File: config.mk
export PLATFORM = sky130hd
export DESIGN_NAME = mua_top
export DESIGN_NICKNAME = d
export VERILOG_FILES = /design/src/mua_pkg.sv /design/src/mua_frame.sv /design/src/mua_sync.sv /design/src/mua_top.sv
export SDC_FILE = /design/constraint.sdc
export NUM_CORES = 1
export LEC_CHECK = 0
export BUFFER_PORTS_ARGS = -buffer_cell sky130_fd_sc_hd__buf_2
export CELL_PAD_IN_SITES_DETAIL_PLACEMENT = 0
export CELL_PAD_IN_SITES_GLOBAL_PLACEMENT = 1
export CORE_UTILIZATION = 46
export DETAILED_ROUTE_END_ITERATION = 8
export GPL_ROUTABILITY_DRIVEN = 0
export PLACE_DENSITY = 0.91
export SYNTH_ARGS = -nofsm -noshare
export SYNTH_HDL_FRONTEND = slang
export SYNTH_SLANG_ARGS = --single-unit
export TNS_END_PERCENT = 10
File: constraint.sdc
create_clock -name clk_sys -period 2.45 [get_ports clk_sys]
set_input_delay 0 -clock clk_sys [delete_from_list [all_inputs] [get_ports clk_sys]]
set_output_delay 0 -clock clk_sys [all_outputs]
set_load 0.01 [all_outputs]
File: src/mua_pkg.sv
// Constants and types shared by the user access channel design files.
package mua_pkg;

    // ----------------------------------------------------------------------
    // Timing
    // ----------------------------------------------------------------------
    localparam int SYS_CLK_PERIOD_NS = 5;
    localparam int MDC_HALF_NS       = 200;
    localparam int MDC_HALF_CYC      =
        (MDC_HALF_NS + SYS_CLK_PERIOD_NS - 1) / SYS_CLK_PERIOD_NS;

    // ----------------------------------------------------------------------
    // Register map
    // ----------------------------------------------------------------------
    localparam int         ADDR_W       = 8;
    localparam logic [7:0] ADDR_CTRL    = 8'h00;
    localparam logic [7:0] ADDR_IRQ_STS = 8'h04;
    localparam logic [7:0] ADDR_IRQ_MSK = 8'h08;
    localparam logic [7:0] ADDR_CMD     = 8'h0C;
    localparam logic [7:0] ADDR_SEL     = 8'h10;
    localparam logic [7:0] ADDR_LINK    = 8'h14;

    localparam int          CMD_GO_BIT   = 31;
    localparam int          CMD_WR_BIT   = 30;
    localparam int          CMD_ACK_BIT  = 29;
    localparam int          CMD_REG_LSB  = 21;
    localparam int          CMD_PHY_LSB  = 16;
    localparam logic [31:0] CMD_RW_MASK  = 32'h63FF_FFFF;
    localparam logic [31:0] CMD_RST      = 32'h0000_0000;

    localparam int         SEL_LINK_SOURCE_SELECT_BIT = 7;
    localparam int         SEL_INTEN_BIT   = 6;
    localparam int         SEL_MON_LSB     = 0;
    localparam logic [7:0] SEL_RW_MASK     = 8'hDF;
    localparam logic [7:0] SEL_RST         = 8'h00;

    localparam int         CTRL_EN_BIT = 0;
    localparam int         EVT_DONE    = 0;
    localparam int         EVT_LINK    = 1;
    localparam logic [1:0] EVT_RST     = 2'h0;

    localparam logic [1:0] RESP_OKAY   = 2'h0;
    localparam logic [1:0] RESP_SLVERR = 2'h2;

    // ----------------------------------------------------------------------
    // Management frame
    // ----------------------------------------------------------------------
    localparam logic [6:0] FRAME_LAST  = 7'h3F;
    localparam logic [6:0] TA_FIRST    = 7'h2E;
    localparam logic [6:0] TA_SECOND   = 7'h2F;
    localparam logic [6:0] DATA_FIRST  = 7'h30;
    localparam logic [4:0] PHY_STS_REG = 5'h01;
    localparam int         PHY_LINK_BIT = 2;

    typedef enum logic [2:0] {
        MUA_IDLE = 3'h1,
        MUA_USER = 3'h2,
        MUA_POLL = 3'h4
    } mua_state_e;

    typedef enum logic [1:0] {
        MUA_F_IDLE = 2'h1,
        MUA_F_RUN  = 2'h2
    } mua_fstate_e;

endpackage

File: src/mua_frame.sv
// Serial frame engine: one clause 22 read or write on the management pins.
`timescale 1ns/10ps
module mua_frame #(
    parameter int HALF_CYC = mua_pkg::MDC_HALF_CYC
) (
    input  wire logic        clk_sys,
    input  wire logic        rstn,
    input  wire logic        start,
    input  wire logic        is_write,
    input  wire logic [4:0]  phy,
    input  wire logic [4:0]  regi,
    input  wire logic [15:0] wdata,
    input  wire logic        mdio_in,
    output logic             busy,
    output logic             done,
    output logic             ack,
    output logic      [15:0] rdata,
    output logic             mdc,
    output logic             mdio_o,
    output logic             mdio_oe_n
);
    localparam int CW = $clog2(HALF_CYC + 1);
    localparam logic [CW-1:0] DIV_END = CW'(HALF_CYC - 1);

    typedef struct packed {
        mua_pkg::mua_fstate_e st;
        logic [CW-1:0]        div;
        logic [6:0]           cnt;
        logic [63:0]          sh;
        logic                 rd;
        logic                 mdc;
        logic                 oe_n;
        logic                 ack;
        logic [15:0]          rdata;
        logic                 done;
    } mua_frame_s;

    mua_frame_s r;
    mua_frame_s n;

    // ----------------------------------------------------------------------
    // Bit sequencer
    // ----------------------------------------------------------------------
    // The line changes while the clock is low and is sampled as it rises.
    always_comb
    begin
        n      = r;
        n.done = 1'b0;
        unique case (r.st)
            mua_pkg::MUA_F_IDLE:
            begin
                if (start)
                begin
                    n.st    = mua_pkg::MUA_F_RUN;
                    n.div   = '0;
                    n.cnt   = '0;
                    n.mdc   = 1'b0;
                    n.oe_n  = 1'b0;
                    n.rd    = !is_write;
                    n.ack   = 1'b0;
                    n.rdata = '0;
                    n.sh    = {32'hFFFF_FFFF, 2'h1,
                               is_write ? 2'h1 : 2'h2, phy, regi,
                               is_write ? 2'h2 : 2'h3,
                               is_write ? wdata : 16'hFFFF};
                end
            end
            mua_pkg::MUA_F_RUN:
            begin
                if (r.div == DIV_END)
                begin
                    n.div = '0;
                    if (!r.mdc)
                    begin
                        n.mdc = 1'b1;
                        if (r.rd && r.cnt == mua_pkg::TA_SECOND)
                            n.ack = !mdio_in;
                        if (r.rd && r.cnt >= mua_pkg::DATA_FIRST)
                            n.rdata = {r.rdata[14:0], mdio_in};
                    end
                    else
                    begin
                        n.mdc = 1'b0;
                        if (r.cnt == mua_pkg::FRAME_LAST)
                        begin
                            n.st   = mua_pkg::MUA_F_IDLE;
                            n.done = 1'b1;
                            n.oe_n = 1'b1;
                        end
                        else
                        begin
                            n.cnt = r.cnt + 7'h1;
                            n.sh  = {r.sh[62:0], 1'b1};
                            if (r.rd && r.cnt + 7'h1 >= mua_pkg::TA_FIRST)
                                n.oe_n = 1'b1;
                        end
                    end
                end
                else
                begin
                    n.div = r.div + CW'(1);
                end
            end
        endcase
    end

    always_ff @(posedge clk_sys or negedge rstn)
    begin
        if (!rstn)
        begin
            r      <= '0;
            r.st   <= mua_pkg::MUA_F_IDLE;
            r.oe_n <= 1'b1;
        end
        else
        begin
            r <= n;
        end
    end

    assign busy      = (r.st == mua_pkg::MUA_F_RUN);
    assign done      = r.done;
    assign ack       = r.ack;
    assign rdata     = r.rdata;
    assign mdc       = r.mdc;
    assign mdio_o    = r.sh[63];
    assign mdio_oe_n = r.oe_n;
endmodule

File: src/mua_sync.sv
// Two-flop synchroniser for inputs from outside the clock domain.
`timescale 1ns/10ps
module mua_sync #(
    parameter int W = 1
) (
    input  wire logic         clk_sys,
    input  wire logic         rstn,
    input  wire logic [W-1:0] d,
    output logic      [W-1:0] q
);
    typedef struct packed {
        logic [W-1:0] s1;
        logic [W-1:0] s2;
    } mua_sync_s;

    mua_sync_s r;
    mua_sync_s n;

    always_comb
    begin
        n    = r;
        n.s1 = d;
        n.s2 = r.s1;
    end

    always_ff @(posedge clk_sys or negedge rstn)
    begin
        if (!rstn)
            r <= '0;
        else
            r <= n;
    end

    assign q = r.s2;
endmodule

File: src/mua_top.sv
// User access channel one: register slave, command sequencing, link watch.
`timescale 1ns/10ps
module mua_top #(
    parameter int HALF_CYC = mua_pkg::MDC_HALF_CYC
) (
    input  wire logic                       clk_sys,
    input  wire logic                       rstn,
    input  wire logic [mua_pkg::ADDR_W-1:0] s_axi_awaddr,
    input  wire logic                       s_axi_awvalid,
    output logic                            s_axi_awready,
    input  wire logic [31:0]                s_axi_wdata,
    input  wire logic [3:0]                 s_axi_wstrb,
    input  wire logic                       s_axi_wvalid,
    output logic                            s_axi_wready,
    output logic      [1:0]                 s_axi_bresp,
    output logic                            s_axi_bvalid,
    input  wire logic                       s_axi_bready,
    input  wire logic [mua_pkg::ADDR_W-1:0] s_axi_araddr,
    input  wire logic                       s_axi_arvalid,
    output logic                            s_axi_arready,
    output logic      [31:0]                s_axi_rdata,
    output logic      [1:0]                 s_axi_rresp,
    output logic                            s_axi_rvalid,
    input  wire logic                       s_axi_rready,
    output logic                            mdc,
    input  wire logic                       mdio_i,
    output logic                            mdio_o,
    output logic                            mdio_oe_n,
    output logic                            irq
);
    typedef struct packed {
        mua_pkg::mua_state_e st;
        logic                en;
        logic [31:0]         cmd;
        logic [7:0]          sel;
        logic                link;
        logic [1:0]          sts;
        logic [1:0]          msk;
        logic                irq;
        logic                bvalid;
        logic [1:0]          bresp;
        logic                rvalid;
        logic [1:0]          rresp;
        logic [31:0]         rdata;
    } mua_top_s;

    mua_top_s r;
    mua_top_s n;

    logic        mdio_s;
    logic        f_start;
    logic        f_busy;
    logic        f_done;
    logic        f_ack;
    logic [15:0] f_rdata;
    logic        f_write;
    logic [4:0]  f_phy;
    logic [4:0]  f_reg;
    logic        wr_go;
    logic        rd_go;
    logic [7:0]  waddr;
    logic [7:0]  raddr;

    // ----------------------------------------------------------------------
    // Helpers
    // ----------------------------------------------------------------------
    function automatic logic [31:0] merge(
        input logic [31:0] old_v,
        input logic [31:0] new_v,
        input logic [3:0]  strb
    );
        logic [31:0] res;
        res = old_v;
        for (int i = 0; i < 4; i++)
        begin
            if (strb[i])
                res[8*i +: 8] = new_v[8*i +: 8];
        end
        return res;
    endfunction

    function automatic logic mapped(input logic [7:0] a);
        return a == mua_pkg::ADDR_CTRL || a == mua_pkg::ADDR_IRQ_STS
            || a == mua_pkg::ADDR_IRQ_MSK || a == mua_pkg::ADDR_CMD
            || a == mua_pkg::ADDR_SEL || a == mua_pkg::ADDR_LINK;
    endfunction

    // ----------------------------------------------------------------------
    // Pins and frame engine
    // ----------------------------------------------------------------------
    mua_sync #(
        .W (1)
    ) u_sync (
        .clk_sys (clk_sys),
        .rstn    (rstn),
        .d       (mdio_i),
        .q       (mdio_s)
    );

    // A poll of the watched PHY is only issued when no user command waits,
    // so software commands never queue behind more than one poll frame.
    assign f_start = (r.st == mua_pkg::MUA_IDLE) && r.en && !f_busy;
    assign f_write = r.cmd[mua_pkg::CMD_GO_BIT]
                   && r.cmd[mua_pkg::CMD_WR_BIT];
    assign f_phy   = r.cmd[mua_pkg::CMD_GO_BIT]
                   ? r.cmd[mua_pkg::CMD_PHY_LSB +: 5]
                   : r.sel[mua_pkg::SEL_MON_LSB +: 5];
    assign f_reg   = r.cmd[mua_pkg::CMD_GO_BIT]
                   ? r.cmd[mua_pkg::CMD_REG_LSB +: 5]
                   : mua_pkg::PHY_STS_REG;

    mua_frame #(
        .HALF_CYC (HALF_CYC)
    ) u_frame (
        .clk_sys   (clk_sys),
        .rstn      (rstn),
        .start     (f_start),
        .is_write  (f_write),
        .phy       (f_phy),
        .regi      (f_reg),
        .wdata     (r.cmd[15:0]),
        .mdio_in   (mdio_s),
        .busy      (f_busy),
        .done      (f_done),
        .ack       (f_ack),
        .rdata     (f_rdata),
        .mdc       (mdc),
        .mdio_o    (mdio_o),
        .mdio_oe_n (mdio_oe_n)
    );

    // ----------------------------------------------------------------------
    // Bus handshakes
    // ----------------------------------------------------------------------
    // Address and data are taken together; the master offers both at once.
    assign wr_go = s_axi_awvalid && s_axi_wvalid && !r.bvalid;
    assign rd_go = s_axi_arvalid && !r.rvalid;
    assign waddr = {s_axi_awaddr[7:2], 2'h0};
    assign raddr = {s_axi_araddr[7:2], 2'h0};

    // ----------------------------------------------------------------------
    // Next state
    // ----------------------------------------------------------------------
    always_comb
    begin
        logic [1:0]  evt;
        logic [1:0]  clr;
        logic [31:0] w;
        evt = 2'h0;
        clr = 2'h0;
        w   = '0;
        n   = r;

        unique case (r.st)
            mua_pkg::MUA_IDLE:
            begin
                if (f_start)
                    n.st = r.cmd[mua_pkg::CMD_GO_BIT]
                         ? mua_pkg::MUA_USER : mua_pkg::MUA_POLL;
            end
            mua_pkg::MUA_USER:
            begin
                if (f_done)
                begin
                    n.st = mua_pkg::MUA_IDLE;
                    if (!r.cmd[mua_pkg::CMD_WR_BIT])
                    begin
                        n.cmd[15:0] = f_rdata;
                        n.cmd[mua_pkg::CMD_ACK_BIT] = f_ack;
                    end
                    n.cmd[mua_pkg::CMD_GO_BIT] = 1'b0;
                    evt[mua_pkg::EVT_DONE] = 1'b1;
                end
            end
            mua_pkg::MUA_POLL:
            begin
                if (f_done)
                begin
                    n.st = mua_pkg::MUA_IDLE;
                    if (f_ack && f_rdata[mua_pkg::PHY_LINK_BIT] != r.link)
                    begin
                        n.link = f_rdata[mua_pkg::PHY_LINK_BIT];
                        evt[mua_pkg::EVT_LINK] =
                            r.sel[mua_pkg::SEL_INTEN_BIT];
                    end
                end
            end
        endcase

        if (wr_go)
        begin
            n.bvalid = 1'b1;
            n.bresp  = mapped(waddr) ? mua_pkg::RESP_OKAY
                                     : mua_pkg::RESP_SLVERR;
            unique case (waddr)
                mua_pkg::ADDR_CTRL:
                    if (s_axi_wstrb[0])
                        n.en = s_axi_wdata[mua_pkg::CTRL_EN_BIT];
                mua_pkg::ADDR_IRQ_STS:
                    if (s_axi_wstrb[0])
                        clr = s_axi_wdata[1:0];
                mua_pkg::ADDR_IRQ_MSK:
                    if (s_axi_wstrb[0])
                        n.msk = s_axi_wdata[1:0];
                mua_pkg::ADDR_CMD:
                begin
                    if (!r.cmd[mua_pkg::CMD_GO_BIT])
                    begin
                        w     = merge(r.cmd, s_axi_wdata, s_axi_wstrb);
                        n.cmd = w & mua_pkg::CMD_RW_MASK;
                        n.cmd[mua_pkg::CMD_GO_BIT] =
                            w[mua_pkg::CMD_GO_BIT] && r.en;
                    end
                end
                mua_pkg::ADDR_SEL:
                    if (s_axi_wstrb[0])
                        n.sel = s_axi_wdata[7:0]
                              & mua_pkg::SEL_RW_MASK;
                default:
                begin
                end
            endcase
        end
        else if (r.bvalid && s_axi_bready)
        begin
            n.bvalid = 1'b0;
        end

        if (rd_go)
        begin
            n.rvalid = 1'b1;
            n.rresp  = mapped(raddr) ? mua_pkg::RESP_OKAY
                                     : mua_pkg::RESP_SLVERR;
            unique case (raddr)
                mua_pkg::ADDR_CTRL:    n.rdata = {31'h0, r.en};
                mua_pkg::ADDR_IRQ_STS: n.rdata = {30'h0, r.sts};
                mua_pkg::ADDR_IRQ_MSK: n.rdata = {30'h0, r.msk};
                mua_pkg::ADDR_CMD:     n.rdata = r.cmd;
                mua_pkg::ADDR_SEL:     n.rdata = {24'h0, r.sel};
                mua_pkg::ADDR_LINK:    n.rdata = {31'h0, r.link};
                default:               n.rdata = 32'h0000_0000;
            endcase
        end
        else if (r.rvalid && s_axi_rready)
        begin
            n.rvalid = 1'b0;
        end

        // A new event wins over a clear written in the same cycle.
        n.sts = (r.sts & ~clr) | evt;
        n.irq = |(n.sts & n.msk);
    end

    always_ff @(posedge clk_sys or negedge rstn)
    begin
        if (!rstn)
        begin
            r     <= '0;
            r.st  <= mua_pkg::MUA_IDLE;
            r.cmd <= mua_pkg::CMD_RST;
            r.sel <= mua_pkg::SEL_RST;
            r.sts <= mua_pkg::EVT_RST;
        end
        else
        begin
            r <= n;
        end
    end

    // ----------------------------------------------------------------------
    // Outputs
    // ----------------------------------------------------------------------
    assign s_axi_awready = wr_go;
    assign s_axi_wready  = wr_go;
    assign s_axi_bvalid  = r.bvalid;
    assign s_axi_bresp   = r.bresp;
    assign s_axi_arready = rd_go;
    assign s_axi_rvalid  = r.rvalid;
    assign s_axi_rresp   = r.rresp;
    assign s_axi_rdata   = r.rdata;
    assign irq           = r.irq;
endmodule

==> load_flow_metrics.sql <==
INSERT INTO impl_metrics (metric_group, metric, value, unit) VALUES
('clock_network', 'post-cts-setup-buffer-count', '0', ''),
('clock_network', 'worstSkewPairLatency', '0.42', 'ns'),
('floorplanning', 'start_util', '0.476', ''),
('min_path', 'min_from', 's_axi_wstrb[0]', ''),
('timing', 'final.period_utilization', '0.888', ''),
('cells_and_area', 'finish.utilization', '0.564', ''),
('setup_path', 'category_of_the_most_critical_setup_path', 'flip-flop to flip-flop', ''),
('floorplanning', 'std_cell_rows', '48', ''),
('timing', 'unrepaired_setup_endpoints_after_global_routing', 'no', ''),
('timing', 'timing.slew.headroom', '0.452', ''),
('grt', 'largest_net_degree_at_the_start_of_global_routing', '65', ''),
('detailed_routing', 'detail_route.iter0.violations', '689', ''),
('place', 'place.detailed.instances', '1035', ''),
('power', 'power.ir.vdd_worst', '0.479', 'mV'),
('detailed_routing', 'vias_per_cell', '5.67', ''),
('timing', 'fin_hold_ws', '0.0209', 'ns'),
('floorplanning', 'floorplan.io_pins', '105', ''),
('setup_path', 'startpoint_type', 'flip-flop', ''),
('run_status', 'outcome', 'completed', ''),
('min_path', 'hold_class', 'input port to flip-flop', ''),
('timing', 'final-setup-viol-count', '0', ''),
('setup_path', 'worstPathArrival', '2.48', 'ns'),
('synth', 'syn-mean-instance-area', '10.8', 'um2'),
('timing', 'timing.clock.skew', '0.00836', 'ns'),
('cells_and_area', 'antennaDiodeCount', '0', ''),
('clock_network', 'post_cts_resized', '0', ''),
('timing', 'setup_tns', '0', 'ns'),
('setup_path', 'timing.critical_path.required', '2.75', 'ns'),
('clock_network', 'cts.hold.buffers_added', '40', ''),
('floorplanning', 'fp.dieArea', '0.0186', 'mm2'),
('clock_network', 'cts_tree', 'done', ''),
('synth', 'gate_count_after_technology_mapping', '770', ''),
('cells_and_area', 'area_growth_syn_to_layout', '18.3', '%'),
('synth', 'synth_enable_flop_cells', '0', ''),
('setup_path', 'cp-startpoint', 'u_frame.r[85]$_DFFE_PN0P_', ''),
('floorplanning', 'die_h', '137', 'um'),
('cells_and_area', 'final_layout_size_suffix_gt1_frac', '0.229', ''),
('clock_network', 'cts.reportedPaths.clkPinSlew', '0.07', 'ns'),
('power', 'leakage', '4.86', 'nW'),
('synth', 'synthArstFlopShare', '1.00', ''),
('grt', 'grt_use_total', '0.218', ''),
('timing', 'drv_slew', '0', ''),
('clock_network', 'ctsRootBufferMaster', 'sky130_fd_sc_hd__clkbuf_16', ''),
('timing', 'final.min_clock_period', '2.17', 'ns'),
('synth', 'yosysTopAreaCell', 'sky130_fd_sc_hd__dfrtp_1', ''),
('setup_path', 'reg2reg_from', 'u_frame.r[85]$_DFFE_PN0P_', ''),
('place', 'dp.final_hpwl', '12.8', 'mm'),
('clock_network', 'cts.sink_count', '181', ''),
('cells_and_area', 'final_cells', '1106', ''),
('power', 'total_power', '6.10', 'mW'),
('synth', 'postSynth.topFlopCell', 'sky130_fd_sc_hd__dfrtp_1', ''),
('synth', 'synth_seq_cells', '181', ''),
('detailed_routing', 'number_of_iterations_in_the_first_detailed_routing_pass', '6', ''),
('grt', 'first_pass_grt_wire_length', '31.3', 'mm'),
('clock_network', 'clockBufferDepth', '2', ''),
('floorplanning', 'die-width', '137', 'um'),
('synth', 'top_cell_type_s_share_of_synthesized_area', '0.535', ''),
('synth', 'synth_seq_area_share', '0.544', ''),
('setup_path', 'critical_path_peak_fanout', '30', ''),
('cells_and_area', 'filler_cell_count', '1455', ''),
('grt', 'grt_overflow_total', '0', ''),
('grt', 'grt_pass1_vias', '6024', ''),
('clock_network', 'cts_htree_levels', '4', ''),
('detailed_routing', 'dr_total_vias', '6269', ''),
('detailed_routing', 'detail_route.wl_per_cell', '17.3', 'um'),
('detailed_routing', 'routed_wl', '19.1', 'mm'),
('setup_path', 'crit_path_end_kind', 'flip-flop', ''),
('timing', 'max_freq', '0.460', 'GHz'),
('synth', 'netlist_area', '0.00833', 'mm2'),
('cells_and_area', 'net_count_final', '933', ''),
('detailed_routing', 'ant_nets', '0', ''),
('floorplanning', 'core', '0.0175', 'mm2'),
('timing', 'hold_viol_final', '0', ''),
('detailed_routing', 'detail_route.drc_violations', '0', ''),
('synth', 'yosys_warnings', '0', ''),
('synth', 'synth.lib_cells_used.distinct', '65', ''),
('clock_network', 'cts-buffers-inserted', '17', ''),
('synth', 'netlist_top_cells_area', 'sky130_fd_sc_hd__dfrtp_1, sky130_fd_sc_hd__a221o_1, sky130_fd_sc_hd__mux2_2', ''),
('power', 'cellPowerDensity', '620', 'mW/mm2'),
('grt', 'antenna_found_initial', '0', ''),
('place', 'port_buffers', '92', ''),
('run', 'max-cap-violations', '0', ''),
('timing', 'timing_worst_slew_pin_value', '0.811', 'ns');
sequential cells by signal, indices dropped and copies added (netlist names):
register / count
u_frame.ack: 1
s_axi_rdata: 29
r: 45
u_frame.mdio_o: 1
u_sync.q: 1
s_axi_rvalid: 1
u_frame.r: 79
u_frame.mdio_oe_n: 1
s_axi_bvalid: 1
u_sync.n: 1
u_frame.rdata: 16
s_axi_bresp: 1
u_frame.mdc: 1
irq: 1
u_frame.done: 1
s_axi_rresp: 1
critical path, cell delays in order (launching register included):
cell,delay (ns)
sky130_fd_sc_hd__dfrtp_1,0.47
sky130_fd_sc_hd__ha_1,0.21
sky130_fd_sc_hd__nand2_1,0.16
sky130_fd_sc_hd__nor3_4,0.32
sky130_fd_sc_hd__nor2_1,0.14
sky130_fd_sc_hd__o21ai_4,0.17
sky130_fd_sc_hd__buf_12,0.21
sky130_fd_sc_hd__mux2_2,0.36
per-layer routing:
metal / track usage / up-vias / wire length [um]
met3: 0.0426 / 25 / 961
met2: 0.322 / 168 / 8750
met4: 0.0741 / 0 / 329
met1: 0.321 / 3147 / 9100
li1: - / 2929 / -
met5: 0 / - / 0
cells in the mapped netlist, drive strengths merged, types with 2 or more instances:
cell type,number
a21boi,2
o221a,2
nand4,4
o22ai,18
nor2,19
and3,10
and2,4
nor4b,2
a31oi,5
dfstp,3
nand3b,2
nand3,31
nor4,4
mux2i,23
clkbuf,26
ha,4
buf,55
a32o,3
or3,4
nand2,105
nand2b,2
a22o,4
o211ai,2
a21oi,25
inv,44
o21a,3
nor3,7
dfrtp,178
o31ai,6
mux2,37
nor2b,5
a221o,49
a211oi,2
a22oi,6
o21ai,54
worst paths after layout:
check / end / slack [ns] / depth (start not counted)
max reg2reg: u_frame.r[24]$_DFFE_PN0P_ / 0.28 / 7
min reg2reg: u_sync.q$_DFF_PN0_ / 0.35 / 0
min: r[41]$_DFF_PN0_ / 0.02 / 4
max: u_frame.r[24]$_DFFE_PN0P_ / 0.28 / 7
max in group asynchronous: u_frame.r[52]$_DFFE_PN0P_ / 1.55 / 3
min in group asynchronous: u_frame.r[97]$_DFFE_PN0P_ / 0.15 / 2
area by class of cell:
| class | instances | area (um2) | area share |
|---|---|---|---|
| clock inverter | 8 | 123 | 0.0124 |
| timing repair buffer | 157 | 1100 | 0.112 |
| tap | 225 | 282 | 0.0286 |
| multi-input combinational | 467 | 3150 | 0.320 |
| inverter | 45 | 169 | 0.0171 |
| sequential | 181 | 4530 | 0.460 |
| clock buffer | 23 | 488 | 0.0495 |
metrics by stage:
step	worst slack [ns]	instance area, um2
global placement	0.329	8840
CTS	0.272	9850
detailed placement	0.289	8840
floorplan	0.494	8340
global route	0.103	9850
finish	0.276	9850
placed cells by master (no fill, tap or decap), types with 3 or more instances in the layout:
cell type,synthesis,final
sky130_fd_sc_hd__dfstp_2,3,3
sky130_fd_sc_hd__o22ai_1,18,18
sky130_fd_sc_hd__mux2_2,36,36
sky130_fd_sc_hd__a22oi_1,6,6
sky130_fd_sc_hd__o31ai_1,6,6
sky130_fd_sc_hd__a31oi_1,5,5
sky130_fd_sc_hd__buf_12,0,4
sky130_fd_sc_hd__dfrtp_1,178,178
sky130_fd_sc_hd__bufinv_16,0,3
sky130_fd_sc_hd__nor2_1,18,18
sky130_fd_sc_hd__nor2b_1,5,4
sky130_fd_sc_hd__nor4_1,4,4
sky130_fd_sc_hd__ha_1,4,4
sky130_fd_sc_hd__inv_1,44,44
sky130_fd_sc_hd__a221o_1,49,49
sky130_fd_sc_hd__o21a_1,3,3
sky130_fd_sc_hd__or3_1,4,4
sky130_fd_sc_hd__dlygate4sd3_1,0,40
sky130_fd_sc_hd__mux2i_1,23,23
sky130_fd_sc_hd__o21ai_0,53,53
sky130_fd_sc_hd__nand2_1,104,104
sky130_fd_sc_hd__and2_1,4,4
sky130_fd_sc_hd__clkinvlp_4,0,3
sky130_fd_sc_hd__and3_1,10,10
sky130_fd_sc_hd__nand4_1,4,4
sky130_fd_sc_hd__nand3_1,29,29
sky130_fd_sc_hd__nor3_1,4,4
sky130_fd_sc_hd__buf_4,46,21
sky130_fd_sc_hd__buf_2,5,91
sky130_fd_sc_hd__conb_1,1,5
sky130_fd_sc_hd__a32o_1,3,3
sky130_fd_sc_hd__clkbuf_8,0,4
sky130_fd_sc_hd__clkbuf_16,0,17
sky130_fd_sc_hd__a22o_1,4,4
sky130_fd_sc_hd__a21oi_1,25,25
cells by family after synthesis:
group | count (synthesis) | synth area share
xor+xnor | 2 | 0.00210
flops | 181 | 0.544
compound gates | 188 | 0.162
buf+inv | 126 | 0.0810
simple gates | 207 | 0.123
other cells | 1 | 0.000450
mux | 61 | 0.0808
fa+ha+maj | 4 | 0.00601
where the power goes:
group / internal, mW / leakage [nW] / total [mW] / switching (mW)
clock: 1.71 / 0.291 / 2.81 / 1.11
sequential: 3.01 / 2.48 / 3.02 / 0.0148
combinational: 0.115 / 2.09 / 0.269 / 0.154
Note: power is estimated with default switching activity, not from simulation.
